## src/cfg_pin_pkg.sv

```systemverilog
// Constants and types for the control-pin and strap front end.
// Assumes every pin arrives as a plain logic level or a 2-bit comparator code.
package cfg_pin_pkg;

    // Decoded state of a four-level pin
    typedef enum logic [1:0] {LVL_HIGH, LVL_FLOAT, LVL_RLOW, LVL_LOW} level_t;

    // Raw comparator codes of a four-level pin
    localparam logic [1:0] RAW_HIGH  = 2'h3;
    localparam logic [1:0] RAW_FLOAT = 2'h2;
    localparam logic [1:0] RAW_RLOW  = 2'h1;

    // Lock flag source selection
    localparam logic [1:0] FLAG_SRC_LOCK    = 2'h0;
    localparam logic [1:0] FLAG_SRC_CARRIER = 2'h1;
    localparam logic [1:0] FLAG_SRC_IRQ     = 2'h2;

    // Bit positions in the synchronised pin vector
    localparam int PIN_W       = 24;
    localparam int IDX_HOSTSEL = 0;
    localparam int IDX_DIR     = 1;
    localparam int IDX_LOOPSEL = 2;
    localparam int IDX_ENABLE  = 3;
    localparam int IDX_LOCK    = 4;
    localparam int IDX_CARRIER = 5;
    localparam int IDX_IRQ     = 6;
    localparam int IDX_SS_N    = 7;
    localparam int IDX_SCK     = 8;
    localparam int IDX_MOSI    = 9;
    localparam int IDX_SCL     = 10;
    localparam int IDX_SDA     = 11;
    localparam int IDX_HLEVEL  = 12;
    localparam int IDX_MODE    = 14;
    localparam int IDX_PATH    = 16;
    localparam int IDX_SWING   = 18;
    localparam int IDX_STRAPLO = 20;
    localparam int IDX_STRAPHI = 22;

    // Cycles after reset release before the straps are taken
    localparam logic [3:0] STRAP_WAIT = 4'h4;
    // SPI frame length in bits
    localparam int         SPI_BITS   = 16;

    // Comparator code to decoded level
    function automatic level_t decode_level(input logic [1:0] raw);
        level_t lv;
        lv = LVL_LOW;
        if (raw == RAW_HIGH)
            lv = LVL_HIGH;
        else if (raw == RAW_FLOAT)
            lv = LVL_FLOAT;
        else if (raw == RAW_RLOW)
            lv = LVL_RLOW;
        return lv;
    endfunction

endpackage

```

## src/pin_sync_if.sv

```systemverilog
// Carries raw pin levels into the synchroniser and synced levels back.
// Assumes both ends run on the same clock.
`timescale 1ns/1ps
`default_nettype none
interface pin_sync_if #(parameter int W = 8);
    logic [W-1:0] raw;
    logic [W-1:0] synced;
    modport sync_side (input raw, output synced);
    modport top_side  (output raw, input synced);
endinterface
`default_nettype wire

```

## src/control_pin_config_select.sv

```systemverilog
// Control pin decode, serial port selection, address straps and lock flag.
// Assumes pins are asynchronous to clk and four-level pins come as comparator codes.
`timescale 1ns/1ps
`default_nettype none
module control_pin_config_select
(
    // Clock and reset
    input  wire logic        clk,
    input  wire logic        reset,
    // Two-level control pins
    input  wire logic        host_out_select,
    input  wire logic        direction_select,
    input  wire logic        loop_driver_select,
    input  wire logic        enable,
    // Four-level pins as comparator codes
    input  wire logic [1:0]  host_level_select,
    input  wire logic [1:0]  serial_mode_select,
    input  wire logic [1:0]  path_select,
    input  wire logic [1:0]  coax_swing_select,
    input  wire logic [1:0]  bus_id_strap_lo,
    input  wire logic [1:0]  bus_id_strap_hi,
    // Status from the analog core and flag source control
    input  wire logic        reclock_locked,
    input  wire logic        carrier_present,
    input  wire logic        irq_pending,
    input  wire logic [1:0]  flag_source,
    input  wire logic [7:0]  spi_read_data,
    // SPI pins
    input  wire logic        ss_n,
    input  wire logic        sck,
    input  wire logic        mosi,
    output logic             miso,
    // SMBus pins and engine side
    input  wire logic        scl_in,
    input  wire logic        sda_in,
    output logic             sda_out,
    output logic             sda_oe_n,
    input  wire logic        sda_pull_req,
    output logic             scl_level,
    output logic             sda_level,
    // Open-drain status flag pin
    output logic             flag_out,
    output logic             flag_oe_n,
    // Decoded configuration
    output logic             host_drv_en,
    output logic             transmit_mode,
    output logic             loop_drv_en,
    output logic             power_down,
    output logic             reclock_en,
    output logic             eq_en,
    output logic [1:0]       coax_swing,
    output logic [1:0]       host_out_level,
    output logic [1:0]       host_in_eq,
    output logic             spi_mode,
    output logic             smbus_mode,
    output logic [3:0]       bus_address,
    output logic             strap_done,
    output logic [15:0]      spi_word,
    output logic             spi_word_valid
);
    // ------------------------------------------------------------------
    // Pin synchronisers
    // ------------------------------------------------------------------
    pin_sync_if #(.W(cfg_pin_pkg::PIN_W)) pins ();

    assign pins.raw = {bus_id_strap_hi, bus_id_strap_lo, coax_swing_select, path_select,
                       serial_mode_select, host_level_select, sda_in, scl_in, mosi, sck,
                       ss_n, irq_pending, carrier_present, reclock_locked, enable,
                       loop_driver_select, direction_select, host_out_select};

    pin_sync u_sync
    (
        .clk   (clk),
        .reset (reset),
        .pins  (pins.sync_side)
    );

    wire logic [cfg_pin_pkg::PIN_W-1:0] s = pins.synced;
    wire logic en_s = s[cfg_pin_pkg::IDX_ENABLE];

    // ------------------------------------------------------------------
    // Four-level decode
    // ------------------------------------------------------------------
    cfg_pin_pkg::level_t lvl_host_ff, lvl_mode_ff, lvl_path_ff, lvl_swing_ff;

    always_ff @(posedge clk or posedge reset)
    begin
        if (reset)
        begin
            lvl_host_ff  <= cfg_pin_pkg::LVL_HIGH;
            lvl_mode_ff  <= cfg_pin_pkg::LVL_HIGH;
            lvl_path_ff  <= cfg_pin_pkg::LVL_HIGH;
            lvl_swing_ff <= cfg_pin_pkg::LVL_HIGH;
        end
        else
        begin
            lvl_host_ff  <= cfg_pin_pkg::decode_level(s[cfg_pin_pkg::IDX_HLEVEL +: 2]);
            lvl_mode_ff  <= cfg_pin_pkg::decode_level(s[cfg_pin_pkg::IDX_MODE +: 2]);
            lvl_path_ff  <= cfg_pin_pkg::decode_level(s[cfg_pin_pkg::IDX_PATH +: 2]);
            lvl_swing_ff <= cfg_pin_pkg::decode_level(s[cfg_pin_pkg::IDX_SWING +: 2]);
        end
    end

    // ------------------------------------------------------------------
    // Configuration decode
    // ------------------------------------------------------------------
    // active-low host driver select, gated by enable
    wire logic nxt_host_drv = !s[cfg_pin_pkg::IDX_HOSTSEL] && en_s;
    // active-low loop driver select, gated by enable
    wire logic nxt_loop_drv = !s[cfg_pin_pkg::IDX_LOOPSEL] && en_s;
    // float is SPI, resistor-low is SMBus, others leave pin control
    wire logic nxt_spi_mode   = (lvl_mode_ff == cfg_pin_pkg::LVL_FLOAT);
    wire logic nxt_smbus_mode = (lvl_mode_ff == cfg_pin_pkg::LVL_RLOW);
    // high both on, float reclock bypass, rlow EQ bypass, low both bypass
    wire logic nxt_reclock = (lvl_path_ff == cfg_pin_pkg::LVL_HIGH) ||
                             (lvl_path_ff == cfg_pin_pkg::LVL_RLOW);
    wire logic nxt_eq      = (lvl_path_ff == cfg_pin_pkg::LVL_HIGH) ||
                             (lvl_path_ff == cfg_pin_pkg::LVL_FLOAT);
    wire logic nxt_tx      = s[cfg_pin_pkg::IDX_DIR];

    logic host_drv_ff, tx_ff, loop_drv_ff, pd_ff, reclock_ff, eq_ff;
    logic spi_mode_ff, smbus_mode_ff;
    logic [1:0] swing_ff, host_lvl_ff, host_eq_ff;

    // Configuration registers; power-down drops both drivers
    always_ff @(posedge clk or posedge reset)
    begin
        if (reset)
        begin
            host_drv_ff   <= 1'b0;
            tx_ff         <= 1'b0;
            loop_drv_ff   <= 1'b0;
            pd_ff         <= 1'b0;
            reclock_ff    <= 1'b1;
            eq_ff         <= 1'b1;
            spi_mode_ff   <= 1'b0;
            smbus_mode_ff <= 1'b0;
            swing_ff      <= 2'h0;
            host_lvl_ff   <= 2'h0;
            host_eq_ff    <= 2'h0;
        end
        else
        begin
            host_drv_ff   <= nxt_host_drv;
            tx_ff         <= nxt_tx;
            loop_drv_ff   <= nxt_loop_drv;
            pd_ff         <= !en_s;
            reclock_ff    <= nxt_reclock;
            eq_ff         <= nxt_eq;
            spi_mode_ff   <= nxt_spi_mode;
            smbus_mode_ff <= nxt_smbus_mode;
            // one setting for both coax drivers
            swing_ff      <= lvl_swing_ff;
            host_lvl_ff   <= nxt_tx ? 2'h0 : lvl_host_ff;
            host_eq_ff    <= nxt_tx ? lvl_host_ff : 2'h0;
        end
    end

    // ------------------------------------------------------------------
    // Address straps
    // ------------------------------------------------------------------
    logic [3:0] strap_cnt_ff;
    logic       strap_done_ff;
    logic [3:0] addr_ff;
    wire  logic strap_take = !strap_done_ff && (strap_cnt_ff == cfg_pin_pkg::STRAP_WAIT);
    wire  logic [3:0] nxt_addr = {cfg_pin_pkg::decode_level(s[cfg_pin_pkg::IDX_STRAPHI +: 2]),
                                  cfg_pin_pkg::decode_level(s[cfg_pin_pkg::IDX_STRAPLO +: 2])};

    // one capture after the synchronisers settle
    always_ff @(posedge clk or posedge reset)
    begin
        if (reset)
        begin
            strap_cnt_ff  <= 4'h0;
            strap_done_ff <= 1'b0;
            addr_ff       <= 4'h0;
        end
        else if (!strap_done_ff)
        begin
            strap_cnt_ff  <= strap_cnt_ff + 4'h1;
            strap_done_ff <= strap_take;
            if (strap_take)
                addr_ff <= nxt_addr;
        end
    end

    // ------------------------------------------------------------------
    // SPI slave
    // ------------------------------------------------------------------
    logic       sck_d_ff, ss_d_ff, miso_ff, word_vld_ff;
    logic [3:0] bit_cnt_ff;
    logic [15:0] shift_in_ff, word_ff;
    logic [7:0] shift_out_ff;
    wire  logic ss_low   = !s[cfg_pin_pkg::IDX_SS_N];
    wire  logic sck_rise = s[cfg_pin_pkg::IDX_SCK] && !sck_d_ff;
    wire  logic sck_fall = !s[cfg_pin_pkg::IDX_SCK] && sck_d_ff;
    // only selected, only in SPI mode
    wire  logic spi_act  = ss_low && spi_mode_ff;
    wire  logic ss_start = ss_low && ss_d_ff;
    wire  logic last_bit = (bit_cnt_ff == 4'(cfg_pin_pkg::SPI_BITS - 1));

    // sample MOSI on rise, shift MISO on fall
    always_ff @(posedge clk or posedge reset)
    begin
        if (reset)
        begin
            sck_d_ff     <= 1'b0;
            ss_d_ff      <= 1'b1;
            bit_cnt_ff   <= 4'h0;
            shift_in_ff  <= 16'h0000;
            shift_out_ff <= 8'h00;
            word_ff      <= 16'h0000;
            word_vld_ff  <= 1'b0;
            miso_ff      <= 1'b0;
        end
        else
        begin
            sck_d_ff    <= s[cfg_pin_pkg::IDX_SCK];
            ss_d_ff     <= s[cfg_pin_pkg::IDX_SS_N];
            word_vld_ff <= 1'b0;
            if (!spi_act || ss_start)
            begin
                bit_cnt_ff   <= 4'h0;
                shift_out_ff <= spi_read_data;
                miso_ff      <= 1'b0;
            end
            else
            begin
                if (sck_rise)
                begin
                    shift_in_ff <= {shift_in_ff[14:0], s[cfg_pin_pkg::IDX_MOSI]};
                    bit_cnt_ff  <= bit_cnt_ff + 4'h1;
                    if (last_bit)
                    begin
                        word_ff     <= {shift_in_ff[14:0], s[cfg_pin_pkg::IDX_MOSI]};
                        word_vld_ff <= 1'b1;
                    end
                end
                if (sck_fall)
                begin
                    miso_ff      <= shift_out_ff[7];
                    shift_out_ff <= {shift_out_ff[6:0], 1'b0};
                end
            end
        end
    end

    // ------------------------------------------------------------------
    // SMBus pins and status flag
    // ------------------------------------------------------------------
    // source select picks what the flag reports
    wire logic flag_sel = (flag_source == cfg_pin_pkg::FLAG_SRC_CARRIER) ?
                              s[cfg_pin_pkg::IDX_CARRIER] :
                          (flag_source == cfg_pin_pkg::FLAG_SRC_IRQ) ?
                              s[cfg_pin_pkg::IDX_IRQ] : s[cfg_pin_pkg::IDX_LOCK];
    logic flag_oe_n_ff, sda_oe_n_ff, scl_ff, sda_ff;

    // pull low while active, release otherwise
    // SDA only ever pulled low, never driven high
    always_ff @(posedge clk or posedge reset)
    begin
        if (reset)
        begin
            flag_oe_n_ff <= 1'b1;
            sda_oe_n_ff  <= 1'b1;
            scl_ff       <= 1'b1;
            sda_ff       <= 1'b1;
        end
        else
        begin
            flag_oe_n_ff <= !flag_sel;
            sda_oe_n_ff  <= !(sda_pull_req && smbus_mode_ff);
            scl_ff       <= s[cfg_pin_pkg::IDX_SCL];
            sda_ff       <= s[cfg_pin_pkg::IDX_SDA];
        end
    end

    assign {host_drv_en, transmit_mode, loop_drv_en, power_down} =
           {host_drv_ff, tx_ff, loop_drv_ff, pd_ff};
    assign {reclock_en, eq_en, spi_mode, smbus_mode} =
           {reclock_ff, eq_ff, spi_mode_ff, smbus_mode_ff};
    assign {coax_swing, host_out_level, host_in_eq} = {swing_ff, host_lvl_ff, host_eq_ff};
    assign {bus_address, strap_done} = {addr_ff, strap_done_ff};
    assign {spi_word, spi_word_valid, miso} = {word_ff, word_vld_ff, miso_ff};
    // Open-drain data levels are constant low; only the enables move
    assign {sda_out, flag_out} = 2'b00;
    assign {sda_oe_n, flag_oe_n, scl_level, sda_level} =
           {sda_oe_n_ff, flag_oe_n_ff, scl_ff, sda_ff};
endmodule // control_pin_config_select
`default_nettype wire

```

## src/pin_sync.sv

```systemverilog
// Two-flop synchroniser for a vector of asynchronous pin levels.
// Assumes the bits are independent levels; multi-bit codes may skew one cycle.
`timescale 1ns/1ps
`default_nettype none
module pin_sync
(
    // Clock and reset
    input  wire logic   clk,
    input  wire logic   reset,
    // Pin levels in, synced levels out
    pin_sync_if.sync_side pins
);
    logic [$bits(pins.raw)-1:0] meta_ff;
    logic [$bits(pins.raw)-1:0] sync_ff;

    // First stage only feeds the second
    always_ff @(posedge clk or posedge reset)
    begin
        if (reset)
        begin
            meta_ff <= '0;
            sync_ff <= '0;
        end
        else
        begin
            meta_ff <= pins.raw;
            sync_ff <= meta_ff;
        end
    end

    assign pins.synced = sync_ff;
endmodule // pin_sync
`default_nettype wire

```

## config.mk

```make
export PLATFORM = sky130hd
export DESIGN_NAME = control_pin_config_select
export DESIGN_NICKNAME = d
export VERILOG_FILES = /design/src/cfg_pin_pkg.sv /design/src/pin_sync_if.sv /design/src/control_pin_config_select.sv /design/src/pin_sync.sv
export SDC_FILE = /design/constraint.sdc
export NUM_CORES = 1
export LEC_CHECK = 0
export BUFFER_PORTS_ARGS = -buffer_cell sky130_fd_sc_hd__buf_2
export CORE_MARGIN = 2
export CORE_UTILIZATION = 55
export DETAILED_ROUTE_END_ITERATION = 10
export PLACE_DENSITY_LB_ADDON = 0.08
export SETUP_SLACK_MARGIN = 0.02
export SYNTH_ARGS = -nofsm -noshare
export SYNTH_HDL_FRONTEND = slang
export SYNTH_HIERARCHICAL = 1
export SYNTH_SLANG_ARGS = --single-unit
```

## constraint.sdc

```tcl
create_clock -name clk -period 5.9 [get_ports clk]
set_input_delay 0.59 -clock clk [delete_from_list [all_inputs] [get_ports clk]]
set_output_delay 0.59 -clock clk [all_outputs]
set_load 0.01 [all_outputs]
```

==> results of run 1 <==
## cell usage in the layout, fill, tap and decap left out, types with 2 or more instances in the layout
master      instances
bufinv_16           4
ha_1                3
and2_1              2
nor2b_1             5
o21ai_0             9
a21oi_1             5
nand2b_1            2
mux2i_1            10
nor2_1             10
dfstp_2             7
mux2_2             33
buf_2              77
clkinv_2            2
clkbuf_8            2
clkinv_4            3
clkinvlp_4          3
conb_1              2
dfrtp_1           123
nand3_1             2
xnor2_1             4
inv_1              14
nand2_1            15
clkbuf_16          16
nand3b_1            2
## stage by stage
stage | utilization [%] | worst slack (ns) | std cells
2_1_floorplan | - | 3.21 | 267
3_3_place_gp | 62.1 | 3.75 | 439
3_5_place_dp | 62.1 | 3.72 | 439
4_1_cts | 70.2 | 3.71 | 470
5_1_grt | 70.2 | 3.64 | 470
6_report | 70.2 | 3.76 | 470
## kinds of logic (layout without fill, tap and decap cells)
group | after synthesis | after routing | share of synthesized area (%)
DFF | 130 | 130 | 76.8
and+or+nand+nor | 45 | 45 | 5.69
muxes | 43 | 43 | 11.1
buffers and inverters | 24 | 125 | 2.50
AOI/OAI and AO/OA | 15 | 15 | 1.86
xor gates and xnor gates | 5 | 5 | 1.03
adders and majority gates | 3 | 3 | 0.884
other | 1 | 2 | 0.0883
## report_power, final
part           internal, uW  total (uW)  switching [uW]
logic                  25.2        62.3            37.1
clock network           697        1060             361
registers               929         943            14.0
## synthesized netlist by cell type, types with 2 or more instances
cell type  number
nand2_1        15
dfrtp_1       123
nor2b_1         5
ha_1            3
xnor2_1         4
o21ai_0         9
and2_1          2
dfstp_2         7
nor2_1         10
nand3_1         2
mux2i_1        10
nand3b_1        2
nand2b_1        2
mux2_2         33
clkbuf_1        4
inv_1          16
buf_4           2
a21oi_1         5
## layout make-up
class / count / area [um^2] / area share [%]
inverter: 16 / 61.3 / 1.15
tap: 102 / 128 / 2.39
clock inverter: 12 / 183 / 3.42
sequential: 130 / 3260 / 61.1
timing repair buffer: 78 / 393 / 7.36
multi-input combinational: 113 / 881 / 16.5
clock buffer: 19 / 432 / 8.09
## worst min-delay path by stage
stage,to,depth (start not counted),slack (ns),from
after floorplan,coax_swing[0]$_DFF_PP0_,0,0.33,lvl_swing_ff[0]$_DFF_PP0_
after CTS,u_sync/meta_ff[22]$_DFF_PP0_,1,0.16,bus_id_strap_hi[0]
final,u_sync/meta_ff[12]$_DFF_PP0_,1,0.19,host_level_select[0]
after global routing,u_sync/meta_ff[20]$_DFF_PP0_,1,0.15,bus_id_strap_lo[0]
after detailed placement,u_sync/pins.synced[15]$_DFF_PP0_,0,0.33,u_sync/meta_ff[15]$_DFF_PP0_
after global placement,u_sync/pins.synced[9]$_DFF_PP0_,0,0.33,u_sync/meta_ff[9]$_DFF_PP0_
## per-layer routing
layer	global-route usage, %	up-vias
met3	7.97	7
li1	-	1052
met4	5.97	0
met1	21.2	1101
met2	26.0	60
met5	0	-
## critical path: stages, from the launching register on
cell     delay (ns)
dfrtp_1        0.40
or3b_4         0.52
nor3_4         0.69
mux2_2         0.41
## registers in the layout, summed over array words and instances, names as in the netlist, 4 cells and up
| name | flops |
|---|---|
| u_sync/pins.synced | 24 |
| bit_cnt_ff | 4 |
| u_sync/meta_ff | 24 |
| shift_out_ff | 8 |
| bus_address | 4 |
| shift_in_ff | 15 |
| strap_cnt_ff | 4 |
| spi_word | 16 |
==> results.md, run 1 <==
* Metal3 WL at 358 um
* Final period util at 36.3%
* Post-synth top area cell: dfrtp_1
* Arr. time, crit path at 2.52 ns
* CP Capture Type: flop
* Status: complete, no violations
* Antenna violations before repair at 0
* Pwr Density at 386 nW/um^2
* EDFF count, synth at 0
* Most common flop cell mapped by yosys: dfrtp_1
* Period minus WS final at 2.14 ns
* Reg-to-reg startpoint: u_sync/pins.synced[7]$_DFF_PP0_
* Share of flip-flops with an asynchronous set or reset at 100%
* Layout area overhead at 25.8%
* I/O Buffers at 77
* FF-to-FF End: spi_word[2]$_DFFE_PP0P_
* Min Hold Slack at 0.192 ns
* HP Class: input pin to flop
* Synth cell types at 30
* CTS Root Cell: clkbuf_8
* CTS resizes at 0
* Final HPWL DP at 3.78 mm
* Top sig layer: met4
* Row cnt at 32
* Die width at 91.9 um
* Final-report setup violation count at 0
* Largest net degree at the start of global routing at 83
* Avg WL per Cell at 13.2 um
* Dpl cell area at 4720 um^2
* CTS tree: done
* Number of global-route vias before repair at 2303
* Unrepaired setup endpoints after global routing: false
* Gp weighted congestion at 0.768
* Clock Pin Slew Worst Setup and Hold Paths at 0.06 ns
* Die Area at 8440 um^2
* Peak VDD IR at 0.311 mV
* Ports at 80
* Clock Latency Late Sink at 0.50 ns
* End point of the critical path: spi_word[2]$_DFFE_PP0P_
* First-pass GRT wire length at 10.7 mm
* Post-CTS Hold Fix Bufs at 0
* Clk sinks at 130
* Initial DRC count at 97
* Share of cells above drive strength 1 at 41.6%
* Metal2 WL at 3.08 mm
* Yosys reg bits at 130
* Detail Route Antenna Nets at 0
* Post-synthesis sequential area ratio at 76.8%
* Startpoint Class: flop
* Total Power at 2060 uW
* Cells after synthesis at 266
* N_diodes at 0
* CP required at 6.28 ns
* Syn Area/Cell at 16.0 um^2
* Worst setup startpoint: u_sync/pins.synced[7]$_DFF_PP0_
* M1 wire length at 2.70 mm
* Core ar. at 7610 um^2
* Area contributors post-synth: dfrtp_1 73%, mux2_2 8.8%, dfstp_2 4.3%
* Top-area cell type share of the netlist area at 72.5%
* Post-CTS setup repair buffer count at 0
* GR Overflow Total at 0
* Total length of routed wires at 6.19 mm
* Mapped Area at 4250 um^2
* Num CTS Buffers at 17
* Clock Path Buffers at 2
* # nets final at 396
* Max Freq at 0.466 GHz
* Max_cap viols at 0
* Post-DR vias/cell at 4.72
* Leakage at 0.00272 uW
* CTS H-tree depth at 4
* DRC at 0
* Worst clock skew at 0.00798 ns
* Yosys warns at 6
* Chip Height at 91.9 um
* Crit Path Max Fanout at 21
* Max-slew violations at 0
* First-pass DRT Iterations at 4
* Starting density of the core at 55.8%
* Worst R2R Path Depth at 3
* Vias post-DR at 2220
* Worst setup path class: flop to flop
* Flop-to-flop setup slack at 3.76 ns
* FILL cells at 530
* Final Hold Fails at 0
* Final Cell Area at 5340 um^2
* Worst-Margin Slew at 1.00 ns
* Worst slew margin at 33.0%
* Setup TNS at 0 ns
* Total GRT Usage at 16.9%
(Power assumes the default switching activity.)
==> inputs of run 2 (changes only) <==
--- a/config.mk
+++ b/config.mk
@@ -5,9 +5,10 @@
 export SDC_FILE = /design/constraint.sdc
 export NUM_CORES = 1
 export LEC_CHECK = 0
+export ABC_AREA = 1
 export BUFFER_PORTS_ARGS = -buffer_cell sky130_fd_sc_hd__buf_2
 export CORE_MARGIN = 2
-export CORE_UTILIZATION = 55
+export CORE_UTILIZATION = 54
 export DETAILED_ROUTE_END_ITERATION = 10
 export PLACE_DENSITY_LB_ADDON = 0.08
 export SETUP_SLACK_MARGIN = 0.02
==> constraint.sdc (replaced) <==
create_clock -name clk -period 2.2 [get_ports clk]
set_input_delay 0.22 -clock clk [delete_from_list [all_inputs] [get_ports clk]]
set_output_delay 0.22 -clock clk [all_outputs]
set_load 0.01 [all_outputs]
==> results.md, run 2 <==
* Unrepaired setup endpoints after global routing: false
* Final Hold Fails at 0 (unchanged)
* Share of cells above drive strength 1 at 25.0% (-17 points)
* GR Overflow Total at 0 (unchanged)
* Area contributors post-synth: dfrtp_1 70%, nand2_1 11%, dfstp_2 4.2%
* Total length of routed wires at 7.72 mm (+25%)
* Hold Path Depth at 4 (+3)
* CTS resizes at 0 (unchanged)
* Combinational group share of total power at 4.2% (+1.2 points)
* # nets final at 548 (+38%)
* Antenna violations before repair at 0 (unchanged)
* Pint at 4440 uW (+170%)
* Reg-to-reg startpoint: bit_cnt_ff[0]$_DFFE_PP0P_
* Chip Height at 94.5 um (+2.9%)
* Die Area at 8930 um^2 (+5.8%)
* Cells after synthesis at 382 (+44%)
* First-pass GRT wire length at 13.2 mm (+24%)
* CTS tree: done
* Core ar. at 8090 um^2 (+6.4%)
* Die width at 94.5 um (+2.9%)
* FF-to-FF End: spi_word[1]$_DFFE_PP0P_
* CP required at 2.59 ns (-3.69 ns)
* Leakage at 0.00305 uW (+12%)
* HP Class: input pin to flop
* Status: complete, no violations
* First-pass DRT Iterations at 4 (unchanged)
* Max Freq at 0.657 GHz (+41%)
* Total GRT Usage at 19.9% (+3.0 points)
* Final HPWL DP at 4.46 mm (+18%)
* Worst setup path class: flop to flop
* Max_cap viols at 0 (unchanged)
* Avg WL per Cell at 12.3 um (-6.3%)
* Post-synthesis sequential area ratio at 73.7% (-3.1 points)
* Post-CTS setup repair buffer count at 0 (unchanged)
* Post-synth top area cell: dfrtp_1
* Clock Pin Slew Worst Setup and Hold Paths at 0.06 ns (about the same)
* Initial DRC count at 99 (+2.1%)
* Num CTS Buffers at 17 (unchanged)
* N_diodes at 0 (unchanged)
* Clk sinks at 130 (unchanged)
* Syn Area/Cell at 11.6 um^2 (-27%)
* Pwr Density at 955 nW/um^2 (+150%)
* Final-report setup violation count at 0 (unchanged)
* Clock Latency Late Sink at 0.50 ns (about the same)
* Post-CTS Hold Fix Bufs at 36 (+36)
* EDFF count, synth at 0 (unchanged)
* Number of global-route vias before repair at 2884 (+25%)
* Worst R2R Path Depth at 6 (+3)
* Ports at 80 (unchanged)
* Period minus WS final at 1.52 ns (-0.623 ns)
* Crit Path Max Fanout at 17 (-19%)
* Startpoint Class: flop
* Most common flop cell mapped by yosys: dfrtp_1
* Vias post-DR at 2861 (+29%)
* Mapped Area at 4420 um^2 (+4.2%)
* Final period util at 69.2% (+33 points)
* Top-area cell type share of the netlist area at 69.6% (-2.9 points)
* Peak VDD IR at 0.677 mV (+120%)
* Sequential power share at 45.1% (-0.6 points)
* Worst hold start: flag_source[1]
* Synth cell count leaders: 134 x nand2_1, 123 x dfrtp_1, 38 x inv_1
* FILL cells at 580 (+9.4%)
* CP Capture Type: flop
* Max-slew violations at 0 (unchanged)
* CTS Root Cell: clkbuf_8
* Top-count cell post-synth: nand2_1
* Hold EP: flag_oe_n$_DFF_PP1_
* Most frequent cells in the layout: 134 x nand2_1, 123 x dfrtp_1, 77 x buf_2
* Starting density of the core at 54.7% (-1.2 points)
* I/O Buffers at 77 (unchanged)
* Detail Route Antenna Nets at 0 (unchanged)
* CTS H-tree depth at 4 (unchanged)
* Gp weighted congestion at 0.731 (-4.8%)
* Yosys warns at 6 (unchanged)
* Largest net degree at the start of global routing at 83 (unchanged)
* Yosys reg bits at 130 (unchanged)
* Layout area overhead at 32.6%
* DRC at 0 (unchanged)
* Switching pwr at 1170 uW (+180%)
* Synth cell types at 24 (-20%)
* Flop-to-flop setup slack at 0.68 ns (-3.08 ns)
* Clock Power Share at 50.7% (-0.6 points)
* Sw Share at 20.8% (+0.85 points)
* Setup TNS at 0 ns (unchanged)
* Most common cell after layout, fill and taps aside: nand2_1
* Post-DR vias/cell at 4.58 (-3.1%)
* Share of flip-flops with an asynchronous set or reset at 100% (unchanged)
* Clock Path Buffers at 2 (unchanged)
* Row cnt at 33 (+3.1%)
* Worst clock skew at 0.00525 ns (-0.00273 ns)
* Arr. time, crit path at 1.92 ns (-0.60 ns)
* Min Hold Slack at 0.0609 ns (-0.131 ns)
run 2: kinds of logic (layout without fill, tap and decap cells):
group,after synthesis,after routing,share of synthesized area [%]
AND/OR/NAND/NOR,182,182,18.0
buffers and inverters,51,188,5.40
adder cells (fa/ha/maj),3,3,0.849
flip-flops,130,130,73.7
XOR/XNOR,3,3,0.594
AO/OA/AOI/OAI,12,12,1.36
other,1,2,0.0848
run 2: how the worst max path moves through the flow:
stage	from	to	slack, ns	depth (start not counted)
after CTS	bit_cnt_ff[0]$_DFFE_PP0P_	spi_word[10]$_DFFE_PP0P_	0.69	6
after detailed placement	bit_cnt_ff[0]$_DFFE_PP0P_	spi_word[10]$_DFFE_PP0P_	0.70	6
after global placement	bit_cnt_ff[0]$_DFFE_PP0P_	spi_word[6]$_DFFE_PP0P_	0.77	6
after global routing	bit_cnt_ff[0]$_DFFE_PP0P_	spi_word[12]$_DFFE_PP0P_	0.49	6
final	bit_cnt_ff[0]$_DFFE_PP0P_	spi_word[1]$_DFFE_PP0P_	0.68	6
after floorplan	reset	u_sync/meta_ff[0]$_DFF_PP0_	0.84	1
run 2: critical path, cell delays in order (launching register included):
cell	delay [ns]
dfrtp_1	0.38
ha_1	0.20
nand2_1	0.10
nor2_4	0.33
nand3_4	0.23
nand2_1	0.12
nand2_1	0.06
run 2: area by class of cell:
type	count	area (um^2)	share of cell area, %
clock buffers	19	422	7.19
flip-flops and latches	130	3260	55.6
multi-input cells	202	926	15.8
inverters	40	154	2.62
well taps	105	131	2.24
repair buffers	117	788	13.4
clock inverters	12	183	3.11
run 2: per-stage QoR:
step / std cells / cell area, um^2 / worst slack [ns] / util (%) / total power [uW]
final: 625 / 5870 / 0.678 / 72.5 / 5600
after detailed placement: 558 / 4900 / 0.696 / 60.6 / 2760
after CTS: 625 / 5870 / 0.686 / 72.5 / 5680
after global routing: 625 / 5870 / 0.486 / 72.5 / 5830
after floorplan: 383 / 4430 / 0.836 / - / 2670
after global placement: 558 / 4900 / 0.766 / 60.6 / 2750
run 2: power by group through the flow:
stage               Combinational (uW)  Sequential (uW)  Clock, uW
finish                             236             2530       2840
global route                       271             2540       3020
CTS                                240             2530       2910
detailed placement                 190             2570          0
global placement                   185             2560          0
floorplan                         99.5             2570          0
run 2: routing by layer:
layer  GRT usage [%]  up-vias  part of all wire, %  routed length [um]
li1                -     1424                    -                   -
met1            24.3     1356                   44                3380
met2            31.8       72                   49                3820
met3            7.66        9                  5.6                 433
met5               0        -                    0                   0
met4            8.70        0                  1.2                  91
